File: config.mk
export PLATFORM = sky130hd
export DESIGN_NAME = eeacc_top
export DESIGN_NICKNAME = d
export VERILOG_FILES = /design/src/shared/eeacc_pkg.sv /design/src/design/eeacc_top.sv
export VERILOG_INCLUDE_DIRS = /design/src /design/src/shared
export SDC_FILE = /design/constraint.sdc
export NUM_CORES = 1
export LEC_CHECK = 0
export BUFFER_PORTS_ARGS = -buffer_cell sky130_fd_sc_hd__buf_4
export CORE_UTILIZATION = 40
export CTS_CLUSTER_SIZE = 14
export DETAILED_ROUTE_END_ITERATION = 8
export PLACE_DENSITY = 0.64
export SLEW_MARGIN = 15
export SYNTH_ARGS = -nofsm -noshare
export SYNTH_HDL_FRONTEND = slang
export SYNTH_SLANG_ARGS = --single-unit
File: constraint.sdc
create_clock -name clock_i -period 2 [get_ports clock_i]
set_input_delay 0.4 -clock clock_i [delete_from_list [all_inputs] [get_ports clock_i]]
set_output_delay 0.4 -clock clock_i [all_outputs]
set_load 0.02 [all_outputs]
File: src/shared/eeacc_defs.svh
// constants for the eeprom cpu access control block
// assumes a 125 MHz cpu clock and a 1 MHz calibrated oscillator tick input
// Summary of operation
// - address high byte bits 15..9 always read zero
// - nine-bit address picks one byte of 512, numbered 0 to 511
// - address resets to zero; software loads a valid one before any access
// - data register supplies write byte and captures read byte
// - control register bits 7..4 always read zero
// - bit 3 with global enable asserts ready interrupt while write strobe is zero
// - master write enable bit 2 clears itself four cycles after set
// - write strobe bit 1 starts a write only while master enable is set
// - no eeprom write starts while flash self-programming is active
// - write strobe stays set for the whole write, hardware clears it
// - setting write strobe stalls the cpu two cycles
// - read strobe bit 0 reads at once, stalls cpu four cycles
// - during a write, reads and address changes are blocked
// - write lasts 8448 ticks of the 1 MHz oscillator, about 8.5 ms
`ifndef EEACC_DEFS_SVH
`define EEACC_DEFS_SVH

// register selectors on the io port
`define EEACC_SEL_ADDR_HI 2'h0
`define EEACC_SEL_ADDR_LO 2'h1
`define EEACC_SEL_DATA 2'h2
`define EEACC_SEL_CONTROL 2'h3

// control register fields
`define EEACC_CTL_RIE 3
`define EEACC_CTL_MWE 2
`define EEACC_CTL_WE 1
`define EEACC_CTL_RE 0

// address width and timing counts
`define EEACC_ADDR_W 9
`define EEACC_MWE_CYCLES 3'h4
`define EEACC_STALL_WR 3'h2
`define EEACC_STALL_RD 3'h4
`define EEACC_WRITE_TICKS 8448
`define EEACC_WRITE_TIME_US 8500
`define EEACC_ZERO8 8'h00

`endif

File: src/shared/eeacc_pkg.sv
// types shared by the eeprom cpu access control block
// assumes eeacc_defs.svh is included before use
package eeacc_pkg;
    // one cpu io access to the block
    typedef struct packed {
        logic [1:0] sel;
        logic wr;
        logic rd;
        logic [7:0] wdata;
    } eeacc_io_req_t;

    // request to the eeprom array
    typedef struct packed {
        logic [8:0] addr;
        logic [7:0] wdata;
        logic we;
    } eeacc_arr_req_t;
endpackage : eeacc_pkg

File: src/design/eeacc_top.sv
// cpu side access control for a 512 byte data eeprom
// assumes a single-cycle io port, an array that reads combinationally and
// latches address and data on a write start pulse, and a free 1 MHz tick pin
// the 14-bit tick counter limits the write length to 16384 ticks
`timescale 1ns/1ps
`include "eeacc_defs.svh"

module eeacc_top import eeacc_pkg::*; #(
    parameter int unsigned WRITE_TICKS = `EEACC_WRITE_TICKS
) (
    // clock and reset
    input wire logic clock_i,
    input wire logic rst_n_i,
    // cpu io port
    input wire eeacc_io_req_t io_req_i,
    output logic [7:0] io_rdata_o,
    input wire logic global_irq_en_i,
    output logic cpu_stall_o,
    output logic ready_irq_o,
    // flash self-programming status
    input wire logic flash_selfprog_enable_i,
    // calibrated oscillator tick, asynchronous
    input wire logic osc_clk_i,
    // eeprom array
    output eeacc_arr_req_t arr_req_o,
    input wire logic [7:0] arr_rdata_i
);

    logic [`EEACC_ADDR_W-1:0] eeprom_address_r;
    logic [7:0] eeprom_data_r;
    logic ready_irq_enable_r;
    logic master_write_enable_r;
    logic write_strobe_r;
    logic [2:0] mwe_cnt_r;
    logic [2:0] stall_cnt_r;
    logic [2:0] stall_cnt_nxt;
    logic [2:0] osc_sync_r;
    logic [13:0] tick_cnt_r;
    logic osc_tick;
    logic ctl_wr;
    logic wr_start;
    logic rd_start;
    logic wr_done;
    logic [7:0] rdata_nxt;

    // true when the io port writes the given register this cycle
    function automatic logic reg_write(input eeacc_io_req_t req, input logic [1:0] sel);
        return req.wr && (req.sel == sel);
    endfunction : reg_write

    // decode of control writes and strobe acceptance
    assign ctl_wr = reg_write(io_req_i, `EEACC_SEL_CONTROL);
    // write needs master enable, idle, and no flash programming
    assign wr_start = ctl_wr && io_req_i.wdata[`EEACC_CTL_WE] && master_write_enable_r
        && !write_strobe_r && !flash_selfprog_enable_i;
    assign rd_start = ctl_wr && io_req_i.wdata[`EEACC_CTL_RE]
        && !write_strobe_r && !wr_start;
    assign osc_tick = osc_sync_r[1] && !osc_sync_r[2];
    assign wr_done = write_strobe_r && osc_tick
        && (tick_cnt_r == 14'(WRITE_TICKS - 1));

    // address register, frozen while a write runs
    always_ff @(posedge clock_i) begin
        if (!rst_n_i) begin
            eeprom_address_r <= '0;
        end else if (io_req_i.wr && !write_strobe_r) begin
            if (io_req_i.sel == `EEACC_SEL_ADDR_HI) begin
                eeprom_address_r[8] <= io_req_i.wdata[0];
            end else if (io_req_i.sel == `EEACC_SEL_ADDR_LO) begin
                eeprom_address_r[7:0] <= io_req_i.wdata;
            end
        end
    end

    // data register: software writes, array read captures
    always_ff @(posedge clock_i) begin
        if (!rst_n_i) begin
            eeprom_data_r <= `EEACC_ZERO8;
        end else if (rd_start) begin
            eeprom_data_r <= arr_rdata_i;
        end else if (reg_write(io_req_i, `EEACC_SEL_DATA)) begin
            eeprom_data_r <= io_req_i.wdata;
        end
    end

    // ready interrupt enable bit
    always_ff @(posedge clock_i) begin
        if (!rst_n_i) begin
            ready_irq_enable_r <= 1'b0;
        end else if (ctl_wr) begin
            ready_irq_enable_r <= io_req_i.wdata[`EEACC_CTL_RIE];
        end
    end

    // master write enable with four cycle self-clear
    always_ff @(posedge clock_i) begin
        if (!rst_n_i) begin
            master_write_enable_r <= 1'b0;
            mwe_cnt_r <= '0;
        end else if (ctl_wr && io_req_i.wdata[`EEACC_CTL_MWE]) begin
            master_write_enable_r <= 1'b1;
            mwe_cnt_r <= `EEACC_MWE_CYCLES;
        end else if (mwe_cnt_r != '0) begin
            mwe_cnt_r <= mwe_cnt_r - 3'h1;
            master_write_enable_r <= (mwe_cnt_r != 3'h1);
        end else begin
            master_write_enable_r <= 1'b0;
        end
    end

    // two-flop sync of the oscillator plus edge history
    always_ff @(posedge clock_i) begin
        if (!rst_n_i) begin
            osc_sync_r <= '0;
        end else begin
            osc_sync_r <= {osc_sync_r[1:0], osc_clk_i};
        end
    end

    // write busy flag and oscillator tick counter
    always_ff @(posedge clock_i) begin
        if (!rst_n_i) begin
            write_strobe_r <= 1'b0;
            tick_cnt_r <= '0;
        end else if (wr_start) begin
            write_strobe_r <= 1'b1;
            tick_cnt_r <= '0;
        end else if (wr_done) begin
            write_strobe_r <= 1'b0;
            tick_cnt_r <= '0;
        end else if (write_strobe_r && osc_tick) begin
            tick_cnt_r <= tick_cnt_r + 14'h1;
        end
    end

    // stall counter next value
    always_comb begin
        stall_cnt_nxt = stall_cnt_r;
        if (wr_start) begin
            stall_cnt_nxt = `EEACC_STALL_WR;
        end else if (rd_start) begin
            stall_cnt_nxt = `EEACC_STALL_RD;
        end else if (stall_cnt_r != '0) begin
            stall_cnt_nxt = stall_cnt_r - 3'h1;
        end
    end

    // stall counter and stall output
    always_ff @(posedge clock_i) begin
        if (!rst_n_i) begin
            stall_cnt_r <= '0;
            cpu_stall_o <= 1'b0;
        end else begin
            stall_cnt_r <= stall_cnt_nxt;
            cpu_stall_o <= (stall_cnt_nxt != '0);
        end
    end

    // ready interrupt level while no write runs
    always_ff @(posedge clock_i) begin
        if (!rst_n_i) begin
            ready_irq_o <= 1'b0;
        end else begin
            ready_irq_o <= ready_irq_enable_r && global_irq_en_i
                && !(write_strobe_r || wr_start) && !wr_done ? 1'b1
                : (ready_irq_enable_r && global_irq_en_i && wr_done);
        end
    end

    // read data mux, reserved bits zero
    always_comb begin
        unique case (io_req_i.sel)
            `EEACC_SEL_ADDR_HI: rdata_nxt = {7'h00, eeprom_address_r[8]};
            `EEACC_SEL_ADDR_LO: rdata_nxt = eeprom_address_r[7:0];
            `EEACC_SEL_DATA: rdata_nxt = eeprom_data_r;
            `EEACC_SEL_CONTROL: rdata_nxt = {4'h0, ready_irq_enable_r,
                master_write_enable_r, write_strobe_r, 1'b0};
        endcase
    end

    // registered read data
    always_ff @(posedge clock_i) begin
        if (!rst_n_i) begin
            io_rdata_o <= `EEACC_ZERO8;
        end else if (io_req_i.rd) begin
            io_rdata_o <= rdata_nxt;
        end
    end

    // array request, write start is a one cycle pulse
    always_ff @(posedge clock_i) begin
        if (!rst_n_i) begin
            arr_req_o <= '0;
        end else begin
            arr_req_o.addr <= eeprom_address_r;
            arr_req_o.wdata <= eeprom_data_r;
            arr_req_o.we <= wr_start;
        end
    end

    // checks, all on the cpu clock and quiet during reset

    // master enable stays up for the four cycles after it is written
    a_mwe_window: assert property (@(posedge clock_i) disable iff (!rst_n_i)
        ctl_wr && io_req_i.wdata[`EEACC_CTL_MWE] |=> master_write_enable_r [*4])
        else $error("master enable dropped inside its window");

    // without a fresh set, master enable is gone on the fifth cycle
    a_mwe_timeout: assert property (@(posedge clock_i) disable iff (!rst_n_i)
        ctl_wr && io_req_i.wdata[`EEACC_CTL_MWE]
        ##1 (!(ctl_wr && io_req_i.wdata[`EEACC_CTL_MWE])) [*4] |=> !master_write_enable_r)
        else $error("master enable did not time out after four cycles");

    // a strobe without master enable is ignored
    a_strobe_needs_mwe: assert property (@(posedge clock_i) disable iff (!rst_n_i)
        ctl_wr && io_req_i.wdata[`EEACC_CTL_WE] && !master_write_enable_r
        && !write_strobe_r |=> !write_strobe_r)
        else $error("write started without master enable");

    // flash self-programming blocks any write start
    a_flash_block: assert property (@(posedge clock_i) disable iff (!rst_n_i)
        flash_selfprog_enable_i && !write_strobe_r |=> !write_strobe_r)
        else $error("write started during flash programming");

    // write start stalls the cpu for exactly two cycles
    a_write_stall: assert property (@(posedge clock_i) disable iff (!rst_n_i)
        wr_start |=> cpu_stall_o ##1 cpu_stall_o ##1 !cpu_stall_o)
        else $error("write stall is not two cycles");

    // read start stalls the cpu for exactly four cycles
    a_read_stall: assert property (@(posedge clock_i) disable iff (!rst_n_i)
        rd_start |=> cpu_stall_o [*4] ##1 !cpu_stall_o)
        else $error("read stall is not four cycles");

    // read strobe captures the array byte at once
    a_read_capture: assert property (@(posedge clock_i) disable iff (!rst_n_i)
        rd_start |=> eeprom_data_r == $past(arr_rdata_i))
        else $error("read data not captured");

    // address is frozen while a write runs
    a_addr_frozen: assert property (@(posedge clock_i) disable iff (!rst_n_i)
        write_strobe_r |=> $stable(eeprom_address_r))
        else $error("address changed during a write");

    // busy bit holds at least through the start of a write
    a_strobe_held: assert property (@(posedge clock_i) disable iff (!rst_n_i)
        $rose(write_strobe_r) |-> write_strobe_r [*8])
        else $error("write strobe dropped early");

    // ready interrupt is a level while idle and enabled
    a_irq_level: assert property (@(posedge clock_i) disable iff (!rst_n_i)
        ready_irq_enable_r && global_irq_en_i && !write_strobe_r
        && !wr_start ##1 $stable(ready_irq_enable_r) |-> ready_irq_o)
        else $error("ready interrupt missing while idle");

    // reserved address bits read as zero
    a_reserved_zero: assert property (@(posedge clock_i) disable iff (!rst_n_i)
        io_req_i.rd && io_req_i.sel == `EEACC_SEL_ADDR_HI |=> io_rdata_o[7:1] == 7'h00)
        else $error("reserved address bits not zero");

    // completion clears busy and never re-pulses the array
    a_single_done: assert property (@(posedge clock_i) disable iff (!rst_n_i)
        wr_done |=> !write_strobe_r && !arr_req_o.we)
        else $error("write completion misbehaved");

    // an accepted strobe raises busy and one array pulse
    a_write_pulse: assert property (@(posedge clock_i) disable iff (!rst_n_i)
        wr_start |=> write_strobe_r && arr_req_o.we)
        else $error("accepted write strobe did not start the array");

    // the array never sees a write pulse without an accepted strobe
    a_no_stray_we: assert property (@(posedge clock_i) disable iff (!rst_n_i)
        arr_req_o.we |-> $past(wr_start))
        else $error("array write pulse without a strobe");

    // busy only falls when the tick count completes
    a_strobe_clear: assert property (@(posedge clock_i) disable iff (!rst_n_i)
        $fell(write_strobe_r) |-> $past(wr_done))
        else $error("write strobe cleared before the write time");

    // tick counter stays below the write length while busy
    a_tick_bound: assert property (@(posedge clock_i) disable iff (!rst_n_i)
        write_strobe_r |-> tick_cnt_r < 14'(WRITE_TICKS))
        else $error("tick counter ran past the write length");

    // a read strobe during a write leaves the data register alone
    a_read_blocked: assert property (@(posedge clock_i) disable iff (!rst_n_i)
        ctl_wr && io_req_i.wdata[`EEACC_CTL_RE] && write_strobe_r
        |=> $stable(eeprom_data_r))
        else $error("read happened during a write");

    // no ready interrupt while the write still runs
    a_irq_in_write: assert property (@(posedge clock_i) disable iff (!rst_n_i)
        write_strobe_r && !wr_done |=> !ready_irq_o)
        else $error("ready interrupt during a write");

    // reserved control bits and the read strobe bit read as zero
    a_ctl_reserved: assert property (@(posedge clock_i) disable iff (!rst_n_i)
        io_req_i.rd && io_req_i.sel == `EEACC_SEL_CONTROL
        |=> io_rdata_o[7:4] == 4'h0 && !io_rdata_o[0])
        else $error("reserved control bits not zero");

    // high address byte write lands in the ninth bit
    a_addr_hi_bit: assert property (@(posedge clock_i) disable iff (!rst_n_i)
        reg_write(io_req_i, `EEACC_SEL_ADDR_HI) && !write_strobe_r
        |=> eeprom_address_r[8] == $past(io_req_i.wdata[0]))
        else $error("high address bit not stored");

    // low address byte write lands in the low eight bits
    a_addr_lo_bit: assert property (@(posedge clock_i) disable iff (!rst_n_i)
        reg_write(io_req_i, `EEACC_SEL_ADDR_LO) && !write_strobe_r
        |=> eeprom_address_r[7:0] == $past(io_req_i.wdata))
        else $error("low address byte not stored");

    // software data writes land in the data register
    a_data_write: assert property (@(posedge clock_i) disable iff (!rst_n_i)
        reg_write(io_req_i, `EEACC_SEL_DATA) |=> eeprom_data_r == $past(io_req_i.wdata))
        else $error("data register write lost");

    // no stall when nothing started and the counter is empty
    a_stall_idle: assert property (@(posedge clock_i) disable iff (!rst_n_i)
        stall_cnt_r == 3'h0 && !wr_start && !rd_start |=> !cpu_stall_o)
        else $error("stall without an access");

    // the array sees the frozen address throughout a write
    a_arr_addr: assert property (@(posedge clock_i) disable iff (!rst_n_i)
        write_strobe_r |=> arr_req_o.addr == $past(eeprom_address_r))
        else $error("array address differs from the register");

    // control writes set the interrupt enable bit
    a_rie_bit: assert property (@(posedge clock_i) disable iff (!rst_n_i)
        ctl_wr |=> ready_irq_enable_r == $past(io_req_i.wdata[`EEACC_CTL_RIE]))
        else $error("interrupt enable not stored");

    // the global bit masks the ready interrupt
    a_irq_masked: assert property (@(posedge clock_i) disable iff (!rst_n_i)
        !global_irq_en_i |=> !ready_irq_o)
        else $error("ready interrupt while globally masked");

    // control reads show the busy bit
    a_ctl_strobe_bit: assert property (@(posedge clock_i) disable iff (!rst_n_i)
        io_req_i.rd && io_req_i.sel == `EEACC_SEL_CONTROL |=> io_rdata_o[1] == $past(write_strobe_r))
        else $error("busy bit not visible on read");

endmodule : eeacc_top

==> impl_metrics.py <==
metrics = {
    "critical_path": {
        "crit_arrival_ns": 2.08,
        "crit_family": "simple AND/OR/NAND/NOR gates",
        "crit_path_start": "tick_cnt_r[9]",
        "crit_buf_inv": 0,
        "cpMaxStageDelayCell": "or4_1",
        "critPathKind": "flip-flop to flip-flop",
        "crit_fanout": 12,
        "r2r-start": "tick_cnt_r[9]",
        "cpPeakStageDelay_ns": 0.56,
        "worst_setup_path_end_kind": "flip-flop",
        "timing.critical_path.cells": "or4_1 -> or4_4 -> nand3_2 -> nor2_1",
        "cp_data_required_time_ns": 2.23,
        "start_kind": "flip-flop",
    },
    "synth": {
        "avgSynthCellArea_um2": 9.27,
        "syn_area_um2": 2840,
        "yosysWarnings": 0,
        "syn-num-nets": 338,
        "synth_area_leaders": "dfxtp_1 (50%), nor2_1 (6.1%), and2_1 (4.9%)",
        "synth_cell_type_count": 37,
        "ys_ff_latch": 71,
        "synth_area_leader_cell": "dfxtp_1",
        "syn_inst": 306,
        "ys_seq_area_share_pct": 50.1,
        "synth_top_cell_area_share_pct": 50.1,
    },
    "clock_tree": {
        "cts_root_buf": "clkbuf_8",
        "cts-resized-gates": 0,
        "cts_tree": "done",
        "htreeDepth": 3,
        "insertion_delay_ns": 0.35,
        "cts_setup_buffers": 0,
        "clock-sinks": 71,
        "cts_made_buffers": 9,
        "cts_hold_buffers": 0,
        "clk_path_buf_depth": 2,
        "worst_setup_hold_path_clk_slew_ns": 0.07,
    },
    "routing": {
        "wl_per_cell_um": 13.3,
        "antenna_left": 0,
        "routed-via-count": 2247,
        "vias_per_cell": 4.86,
        "wl_um": 6130,
        "drt_iter0_drc": 106,
        "drc_errors": 0,
        "dr.pass1.iters": 4,
    },
    "power": {
        "power_frac_clock_pct": 34.9,
        "p_comb_share_pct": 16.7,
        "p_seq_share_pct": 48.4,
        "swShare_pct": 27.3,
        "power_w": 0.00325,
        "leakagePower_nw": 1.42,
        "switching_power_w": 0.000885,
        "p_int_w": 0.00236,
        "peakVddDrop_uv": 536,
        "p_per_area_nw_per_um2": 917,
    },
    "place": {
        "pre_cts_ws_ns": 0.147,
        "placed_cells": 446,
        "io_buffers": 52,
        "dp_hpwl_um": 4290,
        "place.gp.congestion": 0.908,
        "placed_cell_area_um2": 3340,
    },
    "global_route": {
        "grtUsageTotal_pct": 17.5,
        "antenna_found_initial": 0,
        "grt_pass1_wl_um": 9830,
        "grt.overflow.total": 0,
        "busiest_layer": "met2",
        "use_met2_pct": 25.1,
        "met1_usage_pct": 24.8,
        "grt_start_max_net_pins": 26,
        "use_met3_pct": 4.29,
        "grt_pass1_vias": 2029,
    },
    "hold_path": {
        "hp-class": "primary input to flip-flop",
        "min_from": "osc_clk_i",
    },
    "layout": {
        "syn_to_final_growth_pct": 24.7,
        "finalInstanceArea_um2": 3540,
        "fin_cells": 462,
        "drive_gt1_share_pct": 22.7,
        "final_nets": 393,
        "diodes": 0,
    },
    "floorplanning": {
        "dieHeight_um": 86.2,
        "core-area_um2": 6830,
        "rows": 30,
        "fp.dieW_um": 86.2,
        "pin_count": 53,
        "start_util_pct": 41.5,
        "dieArea_um2": 7430,
    },
    "outcome": {
        "status": "complete, no violations",
    },
    "sta": {
        "layout_setup_ws_ns": 0.144,
        "hold_viol_final": 0,
        "skew_ns": 0.00978,
        "drv_slew": 0,
        "setup_viol": 0,
        "totalNegativeSetupSlack_ns": 0,
        "period_share_pct": 92.8,
        "maxClockFrequency_mhz": 539,
        "fin_crit_ns": 1.86,
        "maxSlewHeadroom_pct": 64.9,
        "worstMarginPinSlew_ns": 0.526,
        "rsz0062_at_grt": "false",
    },
    "job": {
        "drv_cap": 0,
    },
}
## stage by stage
| step | hold slack [ns] | utilization (%) |
|---|---|---|
| floorplan | 0.412 | - |
| global placement | 0.417 | 48.9 |
| detailed placement | 0.419 | 48.9 |
| CTS | 0.269 | 51.8 |
| global route | 0.276 | 51.8 |
| finish | 0.274 | 51.8 |
## registers in the layout, summed over array words and instances (netlist names)
signal and cells:
ready_irq_enable_r 1, eeprom_address_r 9, write_strobe_r 1, ready_irq_o 1, master_write_enable_r 1, cpu_stall_o 1
mwe_cnt_r 3, stall_cnt_r 3, arr_req_o 18, osc_sync_r 3, tick_cnt_r 14, io_rdata_o 8
eeprom_data_r 8
## cell usage after synthesis (all sizes together)
| master | number |
|---|---|
| dfxtp | 71 |
| nor2 | 46 |
| and2 | 22 |
| nand2 | 20 |
| a21oi | 12 |
| inv | 12 |
| xnor2 | 12 |
| a22oi | 11 |
| mux2i | 11 |
| clkbuf | 10 |
| a211oi | 9 |
| nand3 | 9 |
| ha | 7 |
| buf | 6 |
| nor3 | 6 |
| a311oi | 4 |
| or3 | 4 |
| mux2 | 3 |
| nand4 | 3 |
| nand4b | 3 |
| nor2b | 3 |
| nor4 | 3 |
| o21ai | 3 |
| and3 | 2 |
| nand2b | 2 |
| nand3b | 2 |
| nor4b | 2 |
| or4 | 2 |
| xor2 | 2 |
| a31oi | 1 |
| and4 | 1 |
| nor4bb | 1 |
| o21a | 1 |
## cell type report
type	instances	area, um2
clock buffer	10	138
clock inverter	6	60.1
multi-input combinational	207	1300
tap	96	120
sequential	71	1420
inverter	12	45.0
fill	656	3290
timing repair buffer	60	450
## metal layers
metal  routed length [um]  vias up
met3                  299        6
met1                 3080     1028
met4                   82        0
li1                     -     1161
met5                    0        -
met2                 2670       52
## power by group through the flow
stage | Sequential [W] | Combinational (W) | Clock, W
detailed placement | 0.00160 | 0.000537 | 0
finish | 0.00157 | 0.000543 | 0.00113
CTS | 0.00157 | 0.000542 | 0.00116
global route | 0.00158 | 0.000620 | 0.00123
floorplan | 0.00162 | 0.000348 | 0
global placement | 0.00160 | 0.000518 | 0
## worst paths after layout
check | endpoint | slack, ns | depth (start not counted)
max | tick_cnt_r[6] | 0.14 | 4
min | osc_sync_r[0] | 0.27 | 2
max reg2reg | tick_cnt_r[6] | 0.14 | 4
min reg2reg | osc_sync_r[1] | 0.45 | 1
## cell families after synthesis
kind of cell	share of synthesized area [%]
buffers and inverters	4.15
flip-flops	50.1
AND/OR/NAND/NOR	23.6
adder cells (fa/ha/maj)	3.09
multiplexers	5.07
XOR/XNOR	4.32
AO/OA/AOI/OAI	9.66
## cells in the final DEF (no fill, tap or decap)
master      Yosys  layout
o21a_1          1       1
nor2_1         46      46
or4_1           1       1
clkinv_2        0       3
xor2_1          2       2
mux2_2          3       3
a211oi_1        9       9
a311oi_1        4       4
nand3_2         1       1
nor2b_1         3       3
ha_1            7       7
and4_2          1       1
and3_1          2       2
or4_4           1       1
bufinv_16       0       1
mux2i_1        11      11
nand3_1         8       8
nor4_1          3       3
nor3_1          6       6
dfxtp_1        71      71
a31oi_1         1       1
or3_1           4       4
a22oi_1        11      11
nand4b_1        3       3
clkbuf_8        0      10
nor4bb_2        0       1
a21oi_1        12      12
and2_1         22      22
xnor2_1        12      12
nand3b_1        2       2
nand2b_1        2       2
inv_1          12      12
nand4_1         3       3
clkinvlp_4      0       2
buf_4           0      60
nor4b_1         2       2
nand2_1        20      20
o21ai_0         3       3
Note: power is estimated with default switching activity, not from simulation.
